### config.mk
export PLATFORM = sky130hd
export DESIGN_NAME = system_options
export DESIGN_NICKNAME = d
export VERILOG_FILES = /design/src/options_pkg.sv /design/src/system_options.sv
export SDC_FILE = /design/constraint.sdc
export NUM_CORES = 1
export LEC_CHECK = 0
export ABC_CLOCK_PERIOD_IN_PS = 3650
export BUFFER_PORTS_ARGS = -buffer_cell sky130_fd_sc_hd__buf_2
export CORE_AREA = 5 5 76 78
export CTS_CLUSTER_SIZE = 12
export DETAILED_ROUTE_END_ITERATION = 12
export DIE_AREA = 0 0 81 83
export PLACE_DENSITY = 0.68
export SLEW_MARGIN = 30
export SYNTH_ARGS = -nofsm -noshare
export SYNTH_HDL_FRONTEND = slang
export SYNTH_HIERARCHICAL = 1
export SYNTH_SLANG_ARGS = --single-unit
### constraint.sdc
create_clock -name clk_sys_i -period 3.65 [get_ports clk_sys_i]
set_input_delay 0.365 -clock clk_sys_i [delete_from_list [all_inputs] [get_ports clk_sys_i]]
set_output_delay 0.365 -clock clk_sys_i [all_outputs]
set_load 0.005 [all_outputs]
### src/options_pkg.sv
// Purpose: constants for the system options and part id register bank,
//          plus the small routing stage that applies the option bits.
// Assumes: one 20 MHz system clock, synchronous active-low reset.
// Notes:   register offsets are byte addresses on a 32-bit AXI4-Lite bus.
//
// Summary of operation
// - bit 7 picks watchdog clock: kHz or bus
// - write-once fields honour only first low-byte write
// - bit 1 moves two-wire pins A/B
// - bit 0 links comparator one to timer one
// - bit 2 links comparator two to timer two
// - id high bits 7-4 reserved, writes ignored
// - id high and low registers are read-only
// - hard-coded part number spans both id registers
// - timeout-length bit picks short or long period
`timescale 1ns/1ns
package options_pkg;
  // register byte offsets
  localparam logic [7:0] OFF_OPTIONS_TWO = 8'h00;
  localparam logic [7:0] OFF_PART_ID_HIGH = 8'h04;
  localparam logic [7:0] OFF_PART_ID_LOW = 8'h08;
  localparam logic [7:0] OFF_OPTIONS_ONE = 8'h0C;
  // options two field positions
  localparam int BIT_WDOG_CLK_SEL = 7;
  localparam int BIT_SERIAL_LOC = 3;
  localparam int BIT_CMP_TWO_LINK = 2;
  localparam int BIT_TWO_WIRE_LOC = 1;
  localparam int BIT_CMP_ONE_LINK = 0;
  // options one field position
  localparam int BIT_WDOG_TIMEOUT = 6;
  // reset values
  localparam logic RST_WDOG_CLK_SEL = 1'b0;
  localparam logic RST_SERIAL_LOC = 1'b0;
  localparam logic RST_CMP_TWO_LINK = 1'b0;
  localparam logic RST_TWO_WIRE_LOC = 1'b0;
  localparam logic RST_CMP_ONE_LINK = 1'b0;
  localparam logic RST_WDOG_TIMEOUT = 1'b1;
  // part number, value arbitrary
  localparam logic [11:0] PART_NUMBER = 12'h5A3;
  // bus responses
  localparam logic [1:0] RESP_OKAY = 2'h0;
  localparam logic [1:0] RESP_SLVERR = 2'h2;
  // decoded register selection
  typedef enum logic [2:0] {
    SEL_NONE = 3'h0,
    SEL_OPT_TWO = 3'h1,
    SEL_ID_HIGH = 3'h3,
    SEL_ID_LOW = 3'h2,
    SEL_OPT_ONE = 3'h6
  } reg_sel_t;
endpackage

// Purpose: apply option bits to watchdog clock and timer capture inputs.
// Assumes: khz tick is a one-cycle enable from same-clock logic.
// Notes:   purely combinational; selects settle with the register bits.
module option_routing
  import options_pkg::*;
(
  // option bits
  input wire logic clk_sel_i,
  input wire logic cmp_one_link_i,
  input wire logic cmp_two_link_i,
  // sources
  input wire logic khz_tick_i,
  input wire logic cmp_one_out_i,
  input wire logic cmp_two_out_i,
  // routed results
  output logic wdog_tick_o,
  output logic timer_one_ch0_o,
  output logic timer_two_ch0_o
);
  // bus clock counts every cycle, else the slow tick
  always_comb
  begin
    wdog_tick_o = clk_sel_i ? 1'b1 : khz_tick_i;
    timer_one_ch0_o = cmp_one_link_i & cmp_one_out_i;
    timer_two_ch0_o = cmp_two_link_i & cmp_two_out_i;
  end
endmodule

### src/system_options.sv
// Purpose: AXI4-Lite register bank for system options and part id.
// Assumes: one write and one read in flight at most from the master.
// Notes:   write-once bits lock on the first low-byte write after reset.
`timescale 1ns/1ns
module system_options
  import options_pkg::*;
#(
  parameter int ADDR_W = 8
)
(
  // clock and reset
  input wire logic clk_sys_i,
  input wire logic reset_n_i,
  // write address channel
  input wire logic s_axi_awvalid,
  output logic s_axi_awready,
  input wire logic [ADDR_W-1:0] s_axi_awaddr,
  input wire logic [2:0] s_axi_awprot,
  // write data channel
  input wire logic s_axi_wvalid,
  output logic s_axi_wready,
  input wire logic [31:0] s_axi_wdata,
  input wire logic [3:0] s_axi_wstrb,
  // write response channel
  output logic s_axi_bvalid,
  input wire logic s_axi_bready,
  output logic [1:0] s_axi_bresp,
  // read address channel
  input wire logic s_axi_arvalid,
  output logic s_axi_arready,
  input wire logic [ADDR_W-1:0] s_axi_araddr,
  input wire logic [2:0] s_axi_arprot,
  // read data channel
  output logic s_axi_rvalid,
  input wire logic s_axi_rready,
  output logic [31:0] s_axi_rdata,
  output logic [1:0] s_axi_rresp,
  // sources routed by the options
  input wire logic khz_tick_i,
  input wire logic cmp_one_out_i,
  input wire logic cmp_two_out_i,
  // option effects
  output logic wdog_tick_o,
  output logic wdog_clk_sel_o,
  output logic wdog_timeout_long_o,
  output logic serial_pins_on_port_e_o,
  output logic two_wire_pins_on_port_b_o,
  output logic timer_one_ch0_o,
  output logic timer_two_ch0_o
);
  // elaboration check: the decoder compares eight address bits
  if (ADDR_W < 8)
  begin : g_addr_check
    $error("ADDR_W must be at least 8");
  end

  // whole state of the bank
  typedef struct packed {
    logic aw_have; // write address held
    logic [7:0] aw_addr;
    logic w_have; // write data held
    logic [7:0] w_byte; // only the low lane is ever stored
    logic w_lane0; // low byte strobe
    logic bvalid;
    logic [1:0] bresp;
    logic rvalid;
    logic [7:0] rdata;
    logic [1:0] rresp;
    logic clk_sel; // watchdog clock source
    logic clk_sel_lock; // options two already written once
    logic serial_loc;
    logic two_wire_loc;
    logic cmp_one_link;
    logic cmp_two_link;
    logic timeout_long; // watchdog period length
    logic timeout_lock; // options one already written once
  } bank_state_t;

  bank_state_t state_reg;
  bank_state_t state_next;
  logic wr_fire; // both halves of a write are held
  logic rd_take; // read address accepted this edge
  reg_sel_t wr_sel;
  reg_sel_t rd_sel;
  // word decode shared by reads and writes
  function automatic reg_sel_t decode(input logic [7:0] addr);
    unique case (addr)
      OFF_OPTIONS_TWO: decode = SEL_OPT_TWO;
      OFF_PART_ID_HIGH: decode = SEL_ID_HIGH;
      OFF_PART_ID_LOW: decode = SEL_ID_LOW;
      OFF_OPTIONS_ONE: decode = SEL_OPT_ONE;
      default: decode = SEL_NONE;
    endcase
  endfunction

  // handshakes: one write and one read may be pending
  assign s_axi_awready = !state_reg.aw_have && !state_reg.bvalid;
  assign s_axi_wready = !state_reg.w_have && !state_reg.bvalid;
  assign s_axi_arready = !state_reg.rvalid;
  assign wr_fire = state_reg.aw_have && state_reg.w_have;
  assign rd_take = s_axi_arvalid && s_axi_arready;
  assign wr_sel = decode(state_reg.aw_addr);
  assign rd_sel = decode(s_axi_araddr[7:0]);

  // next-state logic for channels and registers
  always_comb
  begin
    state_next = state_reg;
    // capture write address and data in either order
    if (s_axi_awvalid && s_axi_awready)
    begin
      state_next.aw_have = 1'b1;
      state_next.aw_addr = s_axi_awaddr[7:0];
    end
    if (s_axi_wvalid && s_axi_wready)
    begin
      state_next.w_have = 1'b1;
      state_next.w_byte = s_axi_wdata[7:0];
      state_next.w_lane0 = s_axi_wstrb[0];
    end
    // perform the write once both halves are held
    if (wr_fire)
    begin
      state_next.aw_have = 1'b0;
      state_next.w_have = 1'b0;
      state_next.bvalid = 1'b1;
      state_next.bresp = RESP_OKAY;
      unique case (wr_sel)
        SEL_OPT_TWO:
        begin
          if (state_reg.w_lane0)
          begin
            // anytime bits; reserved 6-4 simply not stored
            state_next.serial_loc = state_reg.w_byte[BIT_SERIAL_LOC];
            state_next.two_wire_loc =
              state_reg.w_byte[BIT_TWO_WIRE_LOC];
            state_next.cmp_one_link =
              state_reg.w_byte[BIT_CMP_ONE_LINK];
            state_next.cmp_two_link =
              state_reg.w_byte[BIT_CMP_TWO_LINK];
            // clock select takes the first write only
            if (!state_reg.clk_sel_lock)
              state_next.clk_sel = state_reg.w_byte[BIT_WDOG_CLK_SEL];
            state_next.clk_sel_lock = 1'b1;
          end
        end
        SEL_OPT_ONE:
        begin
          // timeout length is write-once too
          if (state_reg.w_lane0 && !state_reg.timeout_lock)
            state_next.timeout_long =
              state_reg.w_byte[BIT_WDOG_TIMEOUT];
          if (state_reg.w_lane0)
            state_next.timeout_lock = 1'b1;
        end
        // id registers: accepted, nothing changes
        SEL_ID_HIGH, SEL_ID_LOW:
          state_next.bresp = RESP_OKAY;
        default:
          state_next.bresp = RESP_SLVERR;
      endcase
    end
    // retire the write response
    if (state_reg.bvalid && s_axi_bready)
      state_next.bvalid = 1'b0;
    // retire the read response
    if (state_reg.rvalid && s_axi_rready)
      state_next.rvalid = 1'b0;
    // read answers one cycle after the address is taken
    if (rd_take)
    begin
      state_next.rvalid = 1'b1;
      state_next.rresp = RESP_OKAY;
      state_next.rdata = 8'h00;
      unique case (rd_sel)
        SEL_OPT_TWO:
        begin
          state_next.rdata[BIT_WDOG_CLK_SEL] = state_reg.clk_sel;
          state_next.rdata[BIT_SERIAL_LOC] = state_reg.serial_loc;
          state_next.rdata[BIT_CMP_TWO_LINK] = state_reg.cmp_two_link;
          state_next.rdata[BIT_TWO_WIRE_LOC] = state_reg.two_wire_loc;
          state_next.rdata[BIT_CMP_ONE_LINK] = state_reg.cmp_one_link;
        end
        SEL_OPT_ONE:
          state_next.rdata[BIT_WDOG_TIMEOUT] = state_reg.timeout_long;
        SEL_ID_HIGH:
          // reserved upper nibble reads zero
          state_next.rdata = {4'h0, PART_NUMBER[11:8]};
        SEL_ID_LOW:
          state_next.rdata = PART_NUMBER[7:0];
        default:
          state_next.rresp = RESP_SLVERR;
      endcase
    end
  end

  // state register with synchronous reset
  always_ff @(posedge clk_sys_i)
  begin
    if (!reset_n_i)
    begin
      state_reg <= '0;
      state_reg.clk_sel <= RST_WDOG_CLK_SEL;
      state_reg.serial_loc <= RST_SERIAL_LOC;
      state_reg.two_wire_loc <= RST_TWO_WIRE_LOC;
      state_reg.cmp_one_link <= RST_CMP_ONE_LINK;
      state_reg.cmp_two_link <= RST_CMP_TWO_LINK;
      state_reg.timeout_long <= RST_WDOG_TIMEOUT;
    end
    else
    begin
      state_reg <= state_next;
    end
  end

  // register outputs
  assign s_axi_bvalid = state_reg.bvalid;
  assign s_axi_bresp = state_reg.bresp;
  assign s_axi_rvalid = state_reg.rvalid;
  assign s_axi_rdata = {24'h000000, state_reg.rdata};
  assign s_axi_rresp = state_reg.rresp;
  assign wdog_clk_sel_o = state_reg.clk_sel;
  assign wdog_timeout_long_o = state_reg.timeout_long;
  assign serial_pins_on_port_e_o = state_reg.serial_loc;
  assign two_wire_pins_on_port_b_o = state_reg.two_wire_loc;

  // routing of watchdog clock and comparator links
  option_routing u_routing (
    .clk_sel_i(state_reg.clk_sel),
    .cmp_one_link_i(state_reg.cmp_one_link),
    .cmp_two_link_i(state_reg.cmp_two_link),
    .khz_tick_i(khz_tick_i),
    .cmp_one_out_i(cmp_one_out_i),
    .cmp_two_out_i(cmp_two_out_i),
    .wdog_tick_o(wdog_tick_o),
    .timer_one_ch0_o(timer_one_ch0_o),
    .timer_two_ch0_o(timer_two_ch0_o)
  );
  // helper: a write to options two is performed this cycle
  logic opt2_wr;
  assign opt2_wr = wr_fire && wr_sel == SEL_OPT_TWO && state_reg.w_lane0;
endmodule

==> reports/results.txt <==
Mapped Cells: 201
GRT Total Usage: 0.105
Die H: 83 um
R2R cell count: 4
CP max FO: 5
Largest net degree at the start of global routing: 29
#FFs+latches synth: 36
CP Class: register to register
Met3 usage: 0.0552
Mux share of post-synthesis cell area: 0.0410
Hold Path Cell Cnt: 3
Synthesized area: 1710 um2
DRT Pass-1 Iters: 4
CTS tree: done
Layout cells sized above 1: 0.269
Htree depth: 2
Slowest stage delay, CP: 350 ps
Power density cells: 414 nW/um2
Via count: 1339
Final slew viol count: 0
Hold Crit Class: input port to register
Grt met1 use: 0.114
Register area share after synthesis: 0.422
Via/cell ratio: 4.25
Core area: 5010 um2
Critical register-to-register path startpoint: state_reg[32]
Hold WS: 318 ps
Pleak: 0.000879 uW
Final hold violations: 0
Sequential cell area: 721 um2
WL final: 3.45 mm
Met2 Track Usage GR: 0.175
YS warnings: 6
Post-layout util: 0.392
Period minus WS final: 1550 ps
Antenna cells: 0
Period utilization: 0.424
Slowest library cell on the worst path: nor4_4
Grt ovf: 0
Area of the multi-input gates: 769 um2
Critical path buffer and inverter count: 0
IO buf count: 53
I/O pin total: 116
CP Launch Type: register
Total Die Area: 6720 um2
Worst R2R Setup Slack: 2100 ps
Max-cap violations: 0
Syn avg cell area: 8.50 um2
Setup TNS: 0 ps
WL/cell: 11.0 um
DRC viols: 0
Main combinational cell family by area after synthesis: simple AND/OR/NAND/NOR gates
Critical Path RT: 3820 ps
Largest delay share family, worst path: compound AO/OA/AOI/OAI gates
Std-Cell Rows: 26
CTS Buf Count: 5
Post-synthesis xor/xnor area fraction: 0
Reg2reg end: wdog_timeout_long_o
Largest register FFs: 21
RSZ-0062 raised after global routing: false
Clock sink total: 36
Fillers: 542
Post-CTS resize count: 0
Hold EP: state_reg[25]
Fmax: 647 MHz
Simple-Gate Fraction of Synth Area: 0.229
Yosys cell types: 38
Worst skew pair latency: 280 ps
Hpwl dp: 2.79 mm
Adder and majority cell fraction of the synthesized area: 0
Layout area overhead: 15.0%
Status: finished, final reports clean
Max IR drop VDD: 0.000137 V
Post-layout nets: 313
Vias in the first global route: 1259
CTS Hold Bufs: 0
Post-DRT Antenna Nets: 0
Crit-path cells: nor4_4 > nand4_2 > o31a_1 > a211o_1
Worst-path clk slew: 60 ps
Die X: 81 um
Final setup violation count: 0
Clock skew: 5.94 ps
Placed insts: 308
Cell Count, Final, Fillers Out: 315
Worst EP arrival: 1720 ps
Worst Hold Launch: s_axi_wdata[2]
Root Driver: clkbuf_8
First-pass GRT wire length: 5.54 mm
Iter 0 DRT Violations: 15
Max Root-Sink Buffers: 2
Initial antenna violation count: 0
Initial Util: 0.341
GRT busiest layer: met2
Placer congestion estimate: 0.714
Postcts setup bufs: 0
Post-synthesis compound-gate area fraction: 0.121
CP endpoint kind: register
metal layers:
layer  share of wire  wire length (um)
met5               0                 0
met4          0.0043                15
met3           0.084               289
met2            0.49              1700
met1            0.42              1450
synthesized netlist by cell type:
library cell,instances,area [um2]
and3_1,1,6.26
o211ai_1,2,15.0
o31a_1,1,8.76
a22oi_1,1,7.51
o21ai_0,8,40.0
nand4b_1,1,8.76
nor4bb_1,1,10.0
buf_1,3,11.3
or4_4,1,11.3
nor3b_1,1,7.51
a21oi_1,17,85.1
nand4_1,1,6.26
nand3_1,8,40.0
dfxtp_1,36,721
nand2b_1,6,37.5
mux2i_1,7,70.1
or2_1,1,6.26
nor3_4,1,16.3
and2_1,4,25.0
nand2_1,22,82.6
inv_2,1,3.75
or3_1,2,12.5
o21a_1,1,7.51
nor4_4,1,21.3
a211oi_1,1,7.51
o311ai_0,1,8.76
nor2_1,19,71.3
a311oi_1,1,8.76
buf_2,1,5.00
clkbuf_1,3,11.3
inv_1,4,15.0
buf_4,36,270
nor3_1,2,10.0
nand4_2,1,12.5
nor2b_1,1,6.26
a32oi_1,1,8.76
conb_1,1,3.75
a211o_1,1,8.76
cell type report:
cell class                      instances  area share
Clock buffer                            7      0.0490
Timing Repair Buffer                   54       0.139
Tap cell                               70      0.0446
Multi-Input combinational cell        143       0.391
Sequential cell                        36       0.367
Inverter                                5     0.00955
logic make-up after synthesis:
kind of cell / count (synthesis)
flops: 36
mux: 7
simple gates: 74
other cells: 1
buf+inv: 48
compound gates: 35
worst register-to-register path, cell delays in order, from the launching register on:
cell and delay (ps):
dfxtp_1 330, nor4_4 350, nand4_2 200, o31a_1 310
a211o_1 250
stage by stage:
stage / setup slack (ps) / total power, uW / area, um2
after floorplan: 2200 / 512 / 1810
after global placement: 1980 / 524 / 1870
after detailed placement: 1980 / 526 / 1870
after CTS: 2080 / 829 / 1970
after global routing: 2000 / 861 / 1970
final: 2100 / 814 / 1970
report_power, final:
| part | total, uW | internal (uW) | switching, uW |
|---|---|---|---|
| logic | 94.3 | 41.4 | 52.9 |
| registers | 422 | 409 | 12.6 |
| clock network | 297 | 168 | 129 |
| total | 814 | 619 | 195 |
cells in the final DEF (no fill, tap or decap), types with 6 or more instances in the layout:
| cell type | instances |
|---|---|
| buf_2 | 53 |
| dfxtp_1 | 36 |
| conb_1 | 27 |
| nand2_1 | 22 |
| nor2_1 | 19 |
| a21oi_1 | 17 |
| nand3_1 | 8 |
| o21ai_0 | 8 |
| mux2i_1 | 7 |
| clkbuf_8 | 7 |
| nand2b_1 | 6 |
worst max path at each step:
stage	slack (ps)	to	from	cells after the start
floorplan	2200	wdog_timeout_long_o	state_reg[32]	4
global placement	1980	s_axi_rdata[0]	s_axi_araddr[7]	5
detailed placement	1980	s_axi_rdata[0]	s_axi_araddr[7]	5
CTS	2080	wdog_timeout_long_o	state_reg[32]	4
global route	2000	wdog_timeout_long_o	state_reg[32]	4
finish	2100	wdog_timeout_long_o	state_reg[32]	4
(Power assumes the default switching activity.)
